--- config.mk ---
export PLATFORM = sky130hd
export DESIGN_NAME = mbfgd_top
export DESIGN_NICKNAME = d
export VERILOG_FILES = /design/src/common/mbfgd_pkg.sv /design/src/core/mbfgd_top.sv /design/src/core/mbfgd_timer.sv /design/src/core/mbfgd_cks.sv
export VERILOG_INCLUDE_DIRS = /design/src /design/src/common
export SDC_FILE = /design/constraint.sdc
export NUM_CORES = 1
export LEC_CHECK = 0
export ABC_AREA = 1
export BUFFER_PORTS_ARGS = -buffer_cell sky130_fd_sc_hd__buf_2
export CAP_MARGIN = 20
export CORE_ASPECT_RATIO = 1.4
export CORE_UTILIZATION = 38
export CTS_CLUSTER_DIAMETER = 30
export CTS_CLUSTER_SIZE = 40
export DETAILED_ROUTE_END_ITERATION = 10
export GPL_ROUTABILITY_DRIVEN = 0
export HOLD_SLACK_MARGIN = 0.12
export SKIP_LAST_GASP = 1
export SLEW_MARGIN = 20
export SYNTH_ARGS = -nofsm -noshare
export SYNTH_HDL_FRONTEND = slang
export SYNTH_SLANG_ARGS = --single-unit
--- constraint.sdc ---
create_clock -name clk -period 3.25 [get_ports clk]
set_input_delay 0 -clock clk [delete_from_list [all_inputs] [get_ports clk]]
set_output_delay 0 -clock clk [all_outputs]
set_load 0.01 [all_outputs]
--- src/common/mbfgd_params.svh ---
/*
 * constants of the modbus frame gap detector: timing, register map,
 * field positions, mode codes, characters and poll request bytes.
 * assumes a 100 mhz system clock and a byte-wide uart beside the block.
 */
`ifndef MBFGD_PARAMS_SVH
`define MBFGD_PARAMS_SVH

// clock rate and time conversion
`define MB_CLK_MHZ 100
`define MB_US_TO_CYC(us) ((us) * `MB_CLK_MHZ)
// gap = chars x 11 bits x 1/19200 s x 1.01 margin, in microseconds
`define MB_CHAR_GAP_US 868
`define MB_FRAME_GAP_US 2026
`define MB_ASCII_TO_US 1000000
`define MB_POLL_US 1000000

// register offsets (byte addresses)
`define MB_REG_CTRL 5'h00
`define MB_REG_ATO 5'h04
`define MB_REG_STAT 5'h08
`define MB_REG_MASK 5'h0C
`define MB_REG_INFO 5'h10
// register reset values
`define MB_CTRL_RST 32'h0000_0102
// control register fields
`define MB_CTRL_MODE 2:0
`define MB_CTRL_OWN 15:8
`define MB_STAT_W 6

// status bit positions
`define MB_ST_FRAME 0
`define MB_ST_CHERR 1
`define MB_ST_ADDR 2
`define MB_ST_FUNC 3
`define MB_ST_CKS 4
`define MB_ST_POLL 5

// mode codes
`define MB_MODE_RTU_M 3'h1
`define MB_MODE_RTU_S 3'h2
`define MB_MODE_ASC_M 3'h3
`define MB_MODE_ASC_S 3'h4

// ascii framing characters
`define MB_CH_COLON 8'h3A
`define MB_CH_CR 8'h0D
`define MB_CH_LF 8'h0A
`define MB_CH_0 8'h30
`define MB_CH_9 8'h39
`define MB_CH_A 8'h41
`define MB_CH_F 8'h46
`define MB_HEX_TEN 8'h0A
`define MB_NIB_TEN 4'hA

// frame checks
`define MB_RTU_MIN_LEN 8'h04
`define MB_ASC_MIN_LEN 8'h03
`define MB_SLV_FC_MASK 32'h0081_807E
`define MB_FC_LIMIT 8'h20
`define MB_CRC_INIT 16'hFFFF
`define MB_CRC_POLY 16'hA001

// poll request: read coils to slave 1
`define MB_POLL_SLAVE 8'h01
`define MB_FC_RD_COILS 8'h01
`define MB_COIL_START 16'h0000
`define MB_COIL_QTY 16'h0010
`define MB_REQ_LAST 3'h5
`define MB_CHK_LAST 3'h1
`define MB_TAIL_LAST 3'h1

`endif

--- src/common/mbfgd_pkg.sv ---
/*
 * types of the modbus frame gap detector.
 * assumes mbfgd_params.svh supplies all numeric constants.
 */
`default_nettype none
package mbfgd_pkg;
	// transmit sequencer states, one-hot
	typedef enum logic [3:0] {
		TX_IDLE = 4'h1, // nothing to send
		TX_HEAD = 4'h2, // ascii start colon
		TX_BODY = 4'h4, // request bytes
		TX_CHK = 4'h8 // crc or lrc
	} mbfgd_tx_t;
	// ascii trailer uses a flag beside TX_CHK
endpackage : mbfgd_pkg
`default_nettype wire

--- src/core/mbfgd_top.sv ---
/*
 * modbus frame gap detector: rtu and ascii receive framing with one gap
 * timer, frame checks, read coils polling in master mode, registers, irq.
 * assumes a uart delivers received bytes as one-cycle rx_valid pulses and
 * takes transmit bytes with a valid/ready handshake.
 */
`timescale 1ns/1ps
`default_nettype none
`include "mbfgd_params.svh"
module mbfgd_top #(
	parameter logic [31:0] CHAR_GAP_CYC = 32'(`MB_US_TO_CYC(`MB_CHAR_GAP_US)),
	parameter logic [31:0] FRAME_REM_CYC =
		32'(`MB_US_TO_CYC(`MB_FRAME_GAP_US - `MB_CHAR_GAP_US)),
	parameter logic [31:0] ASCII_TO_CYC = 32'(`MB_US_TO_CYC(`MB_ASCII_TO_US)),
	parameter logic [31:0] POLL_CYC = 32'(`MB_US_TO_CYC(`MB_POLL_US))
) (
	input wire logic clk, // system clock, 100 mhz
	input wire logic rst_n, // sync reset, active low
	input wire logic rx_valid, // received byte pulse
	input wire logic [7:0] rx_data, // received byte
	input wire logic tx_ready, // uart takes tx byte
	output logic tx_valid_q, // tx byte offered
	output logic [7:0] tx_data_q, // tx byte
	input wire logic [4:0] addr, // register byte address
	input wire logic [31:0] wr_data, // write data
	input wire logic wr_en, // write strobe
	input wire logic rd_en, // read strobe
	output logic [31:0] rd_data_q, // read data, cycle after rd_en
	output logic handler_q, // valid frame pulse
	output logic irq_q // interrupt level
);
	// registers
	logic [31:0] ctrl_q; // mode and own address
	logic [31:0] ato_q; // ascii timeout in cycles
	logic [`MB_STAT_W-1:0] stat_q; // sticky events
	logic [`MB_STAT_W-1:0] mask_q; // interrupt enables
	logic [`MB_STAT_W-1:0] stat_d; // next status
	// receive state
	logic [7:0] cnt_q; // stored bytes
	logic [7:0] fa_q; // first byte, slave address
	logic [7:0] fc_q; // second byte, function code
	logic gap_err_q; // rtu gap flag
	logic asc_in_q; // ascii frame open
	logic asc_cr_q; // ascii cr seen
	logic asc_nib_q; // ascii high nibble held
	logic [3:0] asc_hi_q; // ascii high nibble
	// transmit state
	mbfgd_pkg::mbfgd_tx_t tx_st_q, tx_st_d; // sequencer
	logic [2:0] tx_idx_q, tx_idx_d; // byte index
	logic tx_nib_q, tx_nib_d; // ascii low nibble next
	logic tx_tail_q, tx_tail_d; // ascii cr lf phase
	logic tx_feed; // byte into tx checksum
	// sub-block outputs
	logic gap_exp, gap_run, poll_exp, poll_run;
	logic [15:0] rx_crc, tx_crc;
	logic [7:0] rx_sum, tx_sum;

	// mode decode
	wire [2:0] mode = ctrl_q[`MB_CTRL_MODE];
	wire [7:0] own_addr = ctrl_q[`MB_CTRL_OWN];
	wire is_rtu = (mode == `MB_MODE_RTU_M) || (mode == `MB_MODE_RTU_S);
	wire is_asc = (mode == `MB_MODE_ASC_M) || (mode == `MB_MODE_ASC_S);
	wire is_mst = (mode == `MB_MODE_RTU_M) || (mode == `MB_MODE_ASC_M);

	// ascii character classes
	wire ch_colon = (rx_data == `MB_CH_COLON);
	wire ch_cr = (rx_data == `MB_CH_CR);
	wire ch_lf = (rx_data == `MB_CH_LF);
	wire ch_dig = (rx_data >= `MB_CH_0) && (rx_data <= `MB_CH_9);
	wire ch_af = (rx_data >= `MB_CH_A) && (rx_data <= `MB_CH_F);
	wire [7:0] dig_off = rx_data - `MB_CH_0;
	wire [7:0] af_off = rx_data - `MB_CH_A + `MB_HEX_TEN;
	wire [3:0] hex_nib = ch_dig ? dig_off[3:0] : af_off[3:0];

	// rtu receive events
	wire rtu_rx = is_rtu && rx_valid;
	wire rtu_cerr = rtu_rx && gap_err_q;
	wire rtu_store = rtu_rx && !gap_err_q;
	wire rtu_exp = is_rtu && gap_exp && !rtu_rx;
	wire rtu_mark = rtu_exp && !gap_err_q && (cnt_q != 8'h00);
	wire rtu_done = rtu_exp && gap_err_q;

	// ascii receive events
	wire asc_rx = is_asc && rx_valid;
	wire asc_start = asc_rx && ch_colon;
	wire asc_act = asc_rx && !ch_colon && asc_in_q;
	wire asc_done = asc_act && ch_lf && asc_cr_q;
	wire asc_byte = asc_act && (ch_dig || ch_af) && asc_nib_q;
	wire asc_cerr = is_asc && gap_exp && asc_in_q && !asc_rx;

	// merged receive events
	wire char_err = rtu_cerr || asc_cerr;
	wire frame_done = rtu_done || asc_done;
	wire rx_clr = char_err || frame_done || asc_start;
	wire store = rtu_store || asc_byte;
	wire [7:0] store_val = is_rtu ? rx_data : {asc_hi_q, hex_nib};

	// gap timer control: one timer for both rtu decisions and the ascii timeout
	wire gap_load = rtu_store || rtu_mark || asc_start || (asc_act && !asc_done);
	wire gap_stop = char_err || frame_done || !(is_rtu || is_asc);
	wire [31:0] gap_val = is_asc ? ato_q : (rtu_mark ? FRAME_REM_CYC : CHAR_GAP_CYC);

	// frame checks
	wire len_ok = (cnt_q >= (is_rtu ? `MB_RTU_MIN_LEN : `MB_ASC_MIN_LEN));
	wire addr_ok = (fa_q == (is_mst ? `MB_POLL_SLAVE : own_addr));
	wire [31:0] fc_bits = `MB_SLV_FC_MASK >> fc_q[4:0];
	wire fc_slv = (fc_q < `MB_FC_LIMIT) && fc_bits[0];
	wire func_ok = is_mst ? (fc_q == `MB_FC_RD_COILS) : fc_slv;
	wire cks_ok = len_ok && (is_rtu ? (rx_crc == 16'h0000) : (rx_sum == 8'h00));
	wire frame_ok = frame_done && addr_ok && func_ok && cks_ok;

	// poll timer free-runs in master mode
	wire poll_load = is_mst && (poll_exp || !poll_run);
	wire tx_idle = (tx_st_q == mbfgd_pkg::TX_IDLE);
	wire poll_go = is_mst && poll_exp && tx_idle;

	// register decode
	wire sel_ctrl = (addr == `MB_REG_CTRL);
	wire sel_ato = (addr == `MB_REG_ATO);
	wire sel_stat = (addr == `MB_REG_STAT);
	wire sel_mask = (addr == `MB_REG_MASK);
	wire sel_info = (addr == `MB_REG_INFO);
	wire [`MB_STAT_W-1:0] ev;
	assign ev[`MB_ST_FRAME] = frame_ok;
	assign ev[`MB_ST_CHERR] = char_err;
	assign ev[`MB_ST_ADDR] = frame_done && !addr_ok;
	assign ev[`MB_ST_FUNC] = frame_done && !func_ok;
	assign ev[`MB_ST_CKS] = frame_done && !cks_ok;
	assign ev[`MB_ST_POLL] = poll_go;
	wire [`MB_STAT_W-1:0] w1c = (wr_en && sel_stat) ? wr_data[`MB_STAT_W-1:0] : '0;
	assign stat_d = (stat_q & ~w1c) | ev; // set wins over clear
	wire [31:0] info = {5'h00, ~tx_idle, asc_in_q, gap_err_q, fc_q, fa_q, cnt_q};
	wire [31:0] rd_mux = sel_ctrl ? ctrl_q : sel_ato ? ato_q : sel_stat ? {26'h0, stat_q} :
		sel_mask ? {26'h0, mask_q} : sel_info ? info : 32'h0;

	// transmit byte and character selection
	wire [7:0] lrc = 8'h00 - tx_sum;
	wire [47:0] req_w = {`MB_POLL_SLAVE, `MB_FC_RD_COILS, `MB_COIL_START, `MB_COIL_QTY}; // first byte high
	wire [7:0] body_b = req_w[6'd47 - {tx_idx_q, 3'h0} -: 8]; // request byte at tx_idx_q
	wire [7:0] chk_b = is_asc ? lrc : ((tx_idx_q == 3'h0) ? tx_crc[7:0] : tx_crc[15:8]);
	wire [7:0] cur_b = (tx_st_q == mbfgd_pkg::TX_BODY) ? body_b : chk_b;
	wire [3:0] tx_nib = tx_nib_q ? cur_b[3:0] : cur_b[7:4];
	wire [7:0] hex_ch = (tx_nib < `MB_NIB_TEN) ? (`MB_CH_0 + {4'h0, tx_nib}) :
		(`MB_CH_A + {4'h0, tx_nib} - `MB_HEX_TEN);
	wire [7:0] tail_ch = (tx_idx_q == 3'h0) ? `MB_CH_CR : `MB_CH_LF;
	wire [7:0] cur_ch = (tx_st_q == mbfgd_pkg::TX_HEAD) ? `MB_CH_COLON :
		tx_tail_q ? tail_ch : (is_asc ? hex_ch : cur_b);
	wire tx_go = !tx_idle && (!tx_valid_q || tx_ready);
	wire byte_end = !is_asc || tx_nib_q;

	// gap timer
	mbfgd_timer #(.W(32)) u_gap_timer (.clk(clk), .rst_n(rst_n), .load(gap_load), .stop(gap_stop),
		.val(gap_val), .run(gap_run), .expire_q(gap_exp));

	// poll period timer
	mbfgd_timer #(.W(32)) u_poll_period_timer (.clk(clk), .rst_n(rst_n), .load(poll_load),
		.stop(!is_mst), .val(POLL_CYC), .run(poll_run), .expire_q(poll_exp));

	// receive checksum
	mbfgd_cks u_rx_cks (.clk(clk), .rst_n(rst_n), .clr(rx_clr), .en(store), .din(store_val),
		.crc_q(rx_crc), .sum_q(rx_sum));

	// transmit checksum
	mbfgd_cks u_tx_cks (.clk(clk), .rst_n(rst_n), .clr(poll_go), .en(tx_feed), .din(body_b),
		.crc_q(tx_crc), .sum_q(tx_sum));

	// transmit sequencer next state
	always_comb begin
		tx_st_d = tx_st_q;
		tx_idx_d = tx_idx_q;
		tx_nib_d = tx_nib_q;
		tx_tail_d = tx_tail_q;
		tx_feed = 1'b0;
		case (tx_st_q)
			mbfgd_pkg::TX_IDLE: begin
				tx_idx_d = 3'h0;
				tx_nib_d = 1'b0;
				tx_tail_d = 1'b0;
				if (poll_go) begin
					tx_st_d = is_asc ? mbfgd_pkg::TX_HEAD : mbfgd_pkg::TX_BODY;
				end
			end
			mbfgd_pkg::TX_HEAD: begin
				if (tx_go) begin
					tx_st_d = mbfgd_pkg::TX_BODY;
				end
			end
			mbfgd_pkg::TX_BODY: begin
				if (tx_go) begin
					tx_nib_d = !byte_end;
					if (byte_end) begin
						tx_feed = 1'b1;
						tx_idx_d = (tx_idx_q == `MB_REQ_LAST) ? 3'h0 : tx_idx_q + 3'h1;
						if (tx_idx_q == `MB_REQ_LAST) begin
							tx_st_d = mbfgd_pkg::TX_CHK;
						end
					end
				end
			end
			mbfgd_pkg::TX_CHK: begin
				if (tx_go) begin
					if (tx_tail_q) begin // ascii cr then lf
						tx_idx_d = tx_idx_q + 3'h1;
						if (tx_idx_q == `MB_TAIL_LAST) begin
							tx_st_d = mbfgd_pkg::TX_IDLE;
						end
					end else if (is_asc) begin // lrc as two chars
						tx_nib_d = !tx_nib_q;
						tx_tail_d = tx_nib_q;
					end else begin // crc low byte first
						tx_idx_d = tx_idx_q + 3'h1;
						if (tx_idx_q == `MB_CHK_LAST) begin
							tx_st_d = mbfgd_pkg::TX_IDLE;
						end
					end
				end
			end
			default: begin
				tx_st_d = mbfgd_pkg::TX_IDLE;
			end
		endcase
	end

	// transmit registers
	always_ff @(posedge clk) begin
		if (!rst_n) begin
			tx_st_q <= mbfgd_pkg::TX_IDLE;
			tx_idx_q <= 3'h0;
			tx_nib_q <= 1'b0;
			tx_tail_q <= 1'b0;
			tx_valid_q <= 1'b0;
			tx_data_q <= 8'h00;
		end else begin
			tx_st_q <= tx_st_d;
			tx_idx_q <= tx_idx_d;
			tx_nib_q <= tx_nib_d;
			tx_tail_q <= tx_tail_d;
			if (tx_go) begin
				tx_valid_q <= 1'b1;
				tx_data_q <= cur_ch;
			end else if (tx_ready) begin
				tx_valid_q <= 1'b0;
			end
		end
	end

	// rtu gap flag: set on first expiry, cleared by char or frame end
	always_ff @(posedge clk) begin
		if (!rst_n || !is_rtu) begin
			gap_err_q <= 1'b0;
		end else if (rtu_cerr || rtu_done) begin
			gap_err_q <= 1'b0;
		end else if (rtu_mark) begin
			gap_err_q <= 1'b1;
		end
	end

	// receive count and header bytes
	always_ff @(posedge clk) begin
		if (!rst_n || rx_clr) begin
			cnt_q <= 8'h00;
		end else if (store && (cnt_q != 8'hFF)) begin
			cnt_q <= cnt_q + 8'h01;
		end
		if (!rst_n) begin
			fa_q <= 8'h00;
			fc_q <= 8'h00;
		end else if (store) begin
			fa_q <= (cnt_q == 8'h00) ? store_val : fa_q;
			fc_q <= (cnt_q == 8'h01) ? store_val : fc_q;
		end
	end

	// ascii frame tracking
	always_ff @(posedge clk) begin
		if (!rst_n || !is_asc || asc_cerr || asc_done) begin
			asc_in_q <= 1'b0;
			asc_cr_q <= 1'b0;
			asc_nib_q <= 1'b0;
			asc_hi_q <= 4'h0;
		end else if (asc_start) begin
			asc_in_q <= 1'b1;
			asc_cr_q <= 1'b0;
			asc_nib_q <= 1'b0;
		end else if (asc_act) begin
			asc_cr_q <= ch_cr;
			if (ch_dig || ch_af) begin
				asc_nib_q <= !asc_nib_q;
				asc_hi_q <= hex_nib;
			end
		end
	end

	// software registers
	always_ff @(posedge clk) begin
		if (!rst_n) begin
			ctrl_q <= `MB_CTRL_RST;
			ato_q <= ASCII_TO_CYC;
			mask_q <= '0;
			stat_q <= '0;
		end else begin
			ctrl_q <= (wr_en && sel_ctrl) ? wr_data : ctrl_q;
			ato_q <= (wr_en && sel_ato) ? wr_data : ato_q;
			mask_q <= (wr_en && sel_mask) ? wr_data[`MB_STAT_W-1:0] : mask_q;
			stat_q <= stat_d;
		end
	end

	// read data, handler pulse and interrupt
	always_ff @(posedge clk) begin
		if (!rst_n) begin
			rd_data_q <= 32'h0;
			handler_q <= 1'b0;
			irq_q <= 1'b0;
		end else begin
			rd_data_q <= rd_en ? rd_mux : 32'h0;
			handler_q <= frame_ok;
			irq_q <= |(stat_d & mask_q);
		end
	end
endmodule : mbfgd_top
`default_nettype wire

--- src/core/mbfgd_timer.sv ---
/*
 * reloadable down counter with a one-cycle expiry pulse.
 * assumes load and stop are synchronous pulses; a load value of zero never expires.
 */
`timescale 1ns/1ps
`default_nettype none
module mbfgd_timer #(
	parameter int W = 32 // counter width
) (
	input wire logic clk, // system clock
	input wire logic rst_n, // sync reset, active low
	input wire logic load, // start with val
	input wire logic stop, // halt and clear
	input wire logic [W-1:0] val, // period in cycles
	output logic run, // counting
	output logic expire_q // one-cycle expiry pulse
);
	logic [W-1:0] cnt_q; // remaining cycles
	wire last = (cnt_q == W'(1)); // final cycle of period

	assign run = (cnt_q != '0);

	// count down, load wins over stop
	always_ff @(posedge clk) begin
		if (!rst_n) begin
			cnt_q <= '0;
			expire_q <= 1'b0;
		end else begin
			expire_q <= last && !load && !stop;
			if (load) begin
				cnt_q <= val;
			end else if (stop) begin
				cnt_q <= '0;
			end else if (run) begin
				cnt_q <= cnt_q - W'(1);
			end
		end
	end
endmodule : mbfgd_timer
`default_nettype wire

--- src/core/mbfgd_cks.sv ---
/*
 * running crc-16 and byte sum over a byte stream.
 * assumes clr and en never matter in the same cycle; clr wins.
 */
`timescale 1ns/1ps
`default_nettype none
`include "mbfgd_params.svh"
module mbfgd_cks (
	input wire logic clk, // system clock
	input wire logic rst_n, // sync reset, active low
	input wire logic clr, // restart both sums
	input wire logic en, // take din
	input wire logic [7:0] din, // data byte
	output logic [15:0] crc_q, // crc, zero over a good rtu frame
	output logic [7:0] sum_q // byte sum, zero over a good ascii frame
);
	logic [15:0] crc_d; // crc after din

	// bitwise reflected crc, low bit first
	always_comb begin
		crc_d = crc_q ^ {8'h00, din};
		for (int i = 0; i < 8; i++) begin
			crc_d = crc_d[0] ? ((crc_d >> 1) ^ `MB_CRC_POLY) : (crc_d >> 1);
		end
	end

	// hold or advance both sums
	always_ff @(posedge clk) begin
		if (!rst_n || clr) begin
			crc_q <= `MB_CRC_INIT;
			sum_q <= 8'h00;
		end else if (en) begin
			crc_q <= crc_d;
			sum_q <= sum_q + din;
		end
	end
endmodule : mbfgd_cks
`default_nettype wire

# --- After elaboration in Yosys (flattened, before gate mapping) ---
# Cells that the tools add are included.
word_totals:
  inputBits: 51
  ff_bits: 274
op_classes:
  reduce_logical: 113
  n_mux: 77
  n_addsub: 14
  magnitude_cmp: 7
  n_shift: 2
  n_eq_ne: 33
  bitwise_logic: 26
op_table:
  columns: ["cell", "count"]
  rows:
  - ["two-way mux 16 bit", 17]
  - ["two-way mux 32 bit", 6]
  - ["two-way mux 27 bit", 6]
  - ["two-way mux 8 bit", 9]
  - ["== test 32 x 1 -> 1 bit, second input constant", 2]
  - ["nonzero test 32 bit", 2]
  - ["subtractor 32 x 1 -> 32 bit, second input constant", 2]
  - ["variable part select 55 x 7 -> 8 bit, first input constant", 1]
  - ["NOT 2 -> 3 bit", 16]
  - ["two-way mux 4 bit", 11]
  - ["logical AND 1 bit", 43]
  - ["XOR 16 x 8 -> 16 bit", 2]
  - ["two-way mux 3 bit", 9]
  - ["logical OR 1 bit", 24]
  - ["right shift 24 x 5 -> 1 bit, first input constant", 1]
  - ["zero test 1 bit", 21]
  - ["adder 8 bit", 2]
  - ["== test 8 x 1 -> 1 bit, second input constant", 2]
  - ["== test 8 x 4 -> 1 bit, second input constant", 2]
  - ["zero test 16 bit", 1]
  - ["zero test 8 bit", 2]
  - ["case mux 4 bit (4 select lines)", 1]
  - ["two-way mux 1 bit", 14]
  - ["AND 6 bit", 2]
  - ["52 further kinds", 74]

# --- Longest topological paths before layout ---
depth:
  depth_word: 21
  mapped_depth: 22
  ltp_nobuf: 22

# --- Hierarchy ---
# Synthesis repeated with hierarchy kept, for this count alone.
hier_totals:
  cells_unflattened: 2424
  hier_area_um2: 15927.8
modules_own_cells:
  columns: ["module", "cells_each", "area_each_um2", "seq_area_each_um2", "instances"]
  rows:
  - ["mbfgd_top", 1146, 7972.6, 3203.1, 1]
  - ["mbfgd_timer", 402, 2367.3, 660.6, 2]
  - ["mbfgd_cks at u_rx_cks", 237, 1629.1, 480.5, 1]
  - ["mbfgd_cks at u_tx_cks", 237, 1591.5, 480.5, 1]

# --- Worst setup path after synthesis ---
# Ideal clock, no wire load.
synth_path:
  kind: "reg2reg"
  from: "reg ctrl_q[0]"
  to: "reg u_rx_cks.sum_q[6]"
  n_path_buf: 1
  required_time_ps: 3164
  arrival_time_ps: 2447
  setup_ps: 86
  synth_period_minus_slack_ps: 2532
  stages_incl_launch_ff: 17
  setup_slack_ps: 718
  cell_sequence: "dfxtp_1 > nand2_1 > nand2_2 > inv_2 > nand2_4 > buf_6 > nand3_1 > nand2_1 > ha_1 > inv_1 > fa_1 > o21ai_0 > a21oi_1 > o21ai_0 > xor2_1 > nor2_1 > a211oi_1"
synth_via:
  word_cells_on_any_way: 33
synth_rtl:
  columns: ["element", "line_no", "text"]
  rows:
  - ["from (decl)", "mbfgd_top.sv:33", "logic [31:0] ctrl_q;"]
  - ["from (signal assigned)", "mbfgd_top.sv:297", "ctrl_q <= `MB_CTRL_RST;"]
  - ["from (signal assigned)", "mbfgd_top.sv:302", "ctrl_q <= (wr_en && sel_ctrl) ? wr_data : ctrl_q;"]
  - ["== test 3 x 1 -> 1 bit (no source line) / == test 3 x 2 -> 1 bit (equally long branches)", null, null]
  - ["logical OR 1 bit *", "mbfgd_top.sv:61", "wire is_rtu = (mode == `MB_MODE_RTU_M) || (mode == `MB_MODE_RTU_S);"]
  - ["two-way mux 8 bit *", "mbfgd_top.sv:96", "wire [7:0] store_val = is_rtu ? rx_data : {asc_hi_q, hex_nib};"]
  - ["net store_val[0]", "mbfgd_top.sv:96", null]
  - ["adder 8 bit *", "mbfgd_cks.sv:34", "sum_q <= sum_q + din;"]
  - ["to (signal assigned)", "mbfgd_cks.sv:34", null]
  - ["to (decl)", "mbfgd_cks.sv:15", "output logic [7:0] sum_q"]
# The timed path passes the listed nets; every way through them passes the cells marked *.
# A chain may end at the register's enable or synchronous reset.

# --- Worst setup path in the final report ---
layout_path:
  from: "in rx_data[5]"
  to: "reg u_gap_timer.cnt_q[27]"
layout_via:
  elab_chain_cells: 11
  word_cells_on_any_way: 18
layout_rtl:
  columns: ["element", "line_no", "text"]
  rows:
  - ["from (decl)", "mbfgd_top.sv:20", "input wire logic [7:0] rx_data,"]
  - ["== test 8 x 6 -> 1 bit (no source line)", null, null]
  - ["zero test 1 bit", "mbfgd_top.sv:86", "wire asc_act = asc_rx && !ch_colon && asc_in_q;"]
  - ["logical AND 1 bit (2 in a row)", "mbfgd_top.sv:86", null]
  - ["logical AND 1 bit (2 in a row)", "mbfgd_top.sv:87", "wire asc_done = asc_act && ch_lf && asc_cr_q;"]
  - ["logical OR 1 bit", "mbfgd_top.sv:93", "wire frame_done = rtu_done || asc_done;"]
  - ["logical OR 1 bit (2 in a row)", "mbfgd_top.sv:100", "wire gap_stop = char_err || frame_done || !(is_rtu || is_asc);"]
  - ["two-way mux 32 bit", "mbfgd_timer.sv:32", "end else if (stop) begin"]
  - ["two-way mux 32 bit", "mbfgd_timer.sv:30", "if (load) begin"]
  - ["to (signal assigned)", "mbfgd_timer.sv:31", "cnt_q <= val;"]
  - ["to (signal assigned)", "mbfgd_timer.sv:35", "cnt_q <= cnt_q - W'(1);"]
  - ["to (decl)", "mbfgd_timer.sv:18", "logic [W-1:0] cnt_q;"]
# Parallel ways exist; a longest one is shown, timed or not.

==> metrics.txt <==
share of cells above drive strength 1 0.1400; GR Layer Usage met1 0.2503; Post-Syn Area 0.01395 mm^2; Crit Path Max Fanout 20; fin util 0.4866; hold endpoint asc_hi_q[3]$_SDFFE_PP0P_; Port-buffer cells 93; top_reg_cell synth dfxtp_1; complex-gate fraction of the synthesized area 0.1780; Design Area, Final 0.01752 mm^2; hold_sp rx_data[6]; Tcrit/Tclk final 0.9436; Data arrival, critical path 3.57 ns; pre-CTS setup slack 0.2446 ns; hold slack 0.1601 ns; Max-Cap Viols 0; top post-synthesis cells by area dfxtp_1, nand2_1, nor2_1; Hold Violations, Final 0; Startpoint Class primary input; fraction of synthesized area in multiplexers 0; Post-Synth Simple-Gate Area 0.2689; initial DRC count 914; number of synthesized flops with an enable pin 0; hold depth 7; DP HPWL 30160 um; worst skew pair latency 0.58 ns; Rows 82; FF-to-FF End u_rx_cks.sum_q[6]$_SDFFE_PP0P_; Max-slew headroom 0.2871; warnings from Yosys 0; Worst Hold Class primary input to flop; Post-Synthesis Mean Instance Area 7.157 um^2; Via density 5.199; clock power share 0.513; drt total wl 41830 um; clock transition at the registers of the reported paths 0.05 ns; Area Growth Syn to Fin 25.63%; die area 0.03749 mm^2; Slew Limit Fails 0; first-pass GRT wire length 67340 um; Synth async-reset ratio 0; Reg2Reg Depth 16; H-tree Lvls 2; DRT Pass-1 Iters 5; GR peak layer met2; actual slew at the worst max-slew pin 1.068 ns; Seq/Total Area, Yosys 0.3932; Post-Syn Nets 2032; post-synthesis cell type count 63; worst reg2reg startpoint ctrl_q[2]$_SDFFE_PN0P_; area of the multi-input gates 0.007332 mm^2; clk_skew 0.03051 ns; post-synthesis adder-cell area fraction 0.02924; DRC 0; Setup WS post-layout 0.1832 ns; CP Data Required Time 3.75 ns; main combinational cell family by area after synthesis simple AND/OR/NAND/NOR gates; XOR/XNOR Fraction of Synth Area 0.04682; largest net degree at the start of global routing 69; CP Capture Type flop; Initial Util 0.3874; NetSw 3.199 mW; initial antenna violation count 0; cell count after synthesis 1949; Comb power frac 0.155; Sink Count 274; CTS tree built; cell type with the largest total area after synthesis dfxtp_1; Seq cells post-synth 274; Lkg Pwr 7.808 nW; GRT Residual Overflow 0; root buffer cell clkbuf_16; vias 13.69k; kind of critical path primary input to flop; P_int 7.836 mW; ANT nets after route 0; power per cell area 629.7 mW/mm^2; fillers 3455; number of diodes 0; clock tree buffer depth 3; Yosys top cell area share 0.3932; placed instance area 0.01490 mm^2; Avg WL per Cell 15.89 um; Max Fclk 0.3261 GHz; flop-to-flop setup slack 0.39 ns; die width 163.9 um; Final #Nets 2211; status complete, no violations; final setup vio count 0; Period minus WS final 3.067 ns; core area 0.03601 mm^2; IO Pins 94; met2 usage 0.4109; Sequential cell area 0.005485 mm^2; chip height 228.7 um; met3 Use GR 0.03339; vias in the first global route 13.41k; Max rail drop VDD 0.6114 mV; Total Routing Usage GR 0.2238; RSZ-0062 raised after global routing true; Seq pwr share 0.332; total CTS buffers 54; switching part of the total 0.2899
-- per-stage QoR --
step | instances | power [mW] | setup TNS (ns)
after global placement | 2464 | 5.341 | 0
after CTS | 2631 | 11.10 | 0
final | 2633 | 11.03 | 0
after global routing | 2633 | 11.51 | -0.01424
after floorplan | 1949 | 4.879 | 0
after detailed placement | 2464 | 5.358 | 0
-- cell families (layout without fill, tap and decap cells) --
family,count (synthesis),after routing
flops,274,274
xor+xnor,72,72
fa+ha+maj,32,32
simple gates,829,829
compound gates,444,444
buf+inv,298,520
-- cell type report --
class                      count  share of cell area
sequential                   274              0.3130
inverter                     230             0.04969
clock inverter                36             0.02506
timing repair buffer         191             0.07832
tap                          462             0.03299
clock buffer                  63             0.08254
multi-input combinational   1377              0.4184
-- cell usage in the layout (no fill, tap or decap), types with 8 or more instances in the layout --
cell | netlist | layout
a211oi_1 | 10 | 10
a221oi_1 | 11 | 11
xnor2_1 | 24 | 24
o21ai_1 | 10 | 11
nor4_1 | 16 | 16
clkinvlp_4 | 0 | 8
buf_4 | 2 | 30
inv_2 | 14 | 13
dlygate4sd3_1 | 0 | 67
ha_1 | 31 | 30
nor3_1 | 31 | 31
a21oi_1 | 161 | 161
xor2_1 | 45 | 45
buf_2 | 15 | 93
nor2_4 | 9 | 9
dfxtp_1 | 274 | 274
inv_1 | 213 | 213
nor2_1 | 264 | 263
nor2_2 | 9 | 10
a31oi_1 | 11 | 11
nand4_1 | 26 | 26
o211ai_1 | 26 | 26
o221ai_1 | 9 | 9
nand3_1 | 106 | 105
nand2_2 | 14 | 15
nand2_1 | 317 | 316
clkbuf_16 | 0 | 55
o21ai_0 | 179 | 178
-- repair_timing --
action,CTS,global route
hold endpoints to repair,138,0
hold buffers,68,0
buffers inserted,0,3
resized for setup,0,10
endpoints found under the setup margin,0,35
-- state kept, by name (all words and copies together), names as in the netlist, 8 cells and up --
name                       flops
u_gap_timer.cnt_q             32
u_rx_cks.crc_q                16
fa_q                           8
u_poll_period_timer.cnt_q     32
ato_q                         32
rd_data_q                     32
ctrl_q                        32
cnt_q                          8
u_tx_cks.sum_q                 8
u_rx_cks.sum_q                 8
tx_data_q                      8
fc_q                           8
u_tx_cks.crc_q                16
-- Yosys cell counts (10+ instances only) --
cell type and number:
a211oi_1 10, a21oi_1 161, a221oi_1 11, a31oi_1 11, buf_2 15, clkbuf_1 47, dfxtp_1 274, ha_1 31
inv_1 213, inv_2 14, nand2_1 317, nand2_2 14, nand3_1 106, nand4_1 26, nor2_1 264, nor3_1 31
nor4_1 16, o211ai_1 26, o21ai_0 179, o21ai_1 10, xnor2_1 24, xor2_1 45
-- power by group through the flow --
| stage | sequential [mW] | combinational, mW | clock, mW |
|---|---|---|---|
| 6_report | 3.66 | 1.71 | 5.66 |
| 3_5_place_dp | 3.72 | 1.63 | 0 |
| 2_1_floorplan | 3.70 | 1.18 | 0 |
| 4_1_cts | 3.66 | 1.70 | 5.74 |
| 5_1_grt | 3.68 | 1.92 | 5.92 |
| 3_3_place_gp | 3.72 | 1.62 | 0 |
-- worst max-delay path: stages --
cell,delay (ns)
dlygate4sd3_1,0.53
buf_2,0.14
nor2_1,0.09
dlygate4sd3_1,0.58
nand3_1,0.07
dlygate4sd3_1,0.60
nor3b_4,0.27
nor2_1,0.10
nor3_2,0.21
nand2_2,0.10
nor2_4,0.15
buf_6,0.21
inv_4,0.13
o32ai_1,0.18
nand2_1,0.09
nor2_1,0.09
-- routing by layer --
layer,routed length (um),vias to the layer above
li1,-,6834
met1,16880,6402
met2,21410,351
met3,1926,101
met4,1613,0
met5,0,-
-- worst max-delay path by stage --
| stage | start | end | slack [ns] | cells after the start |
|---|---|---|---|---|
| 5_1_grt | rx_data[4] | u_gap_timer.cnt_q[9]$_SDFFE_PN0P_ | -0.01 | 16 |
| 6_report | rx_data[5] | u_gap_timer.cnt_q[27]$_SDFFE_PN0P_ | 0.18 | 16 |
| 3_3_place_gp | rx_data[0] | u_rx_cks.sum_q[6]$_SDFFE_PP0P_ | 0.32 | 18 |
| 3_5_place_dp | rx_data[0] | u_rx_cks.sum_q[7]$_SDFFE_PP0P_ | 0.24 | 23 |
| 2_1_floorplan | ctrl_q[0]$_SDFFE_PN0P_ | u_rx_cks.sum_q[6]$_SDFFE_PP0P_ | 0.72 | 16 |
| 4_1_cts | rx_data[5] | u_gap_timer.cnt_q[1]$_SDFFE_PN0P_ | 0.03 | 14 |
No activity file was read; power rests on OpenSTA's default activity.
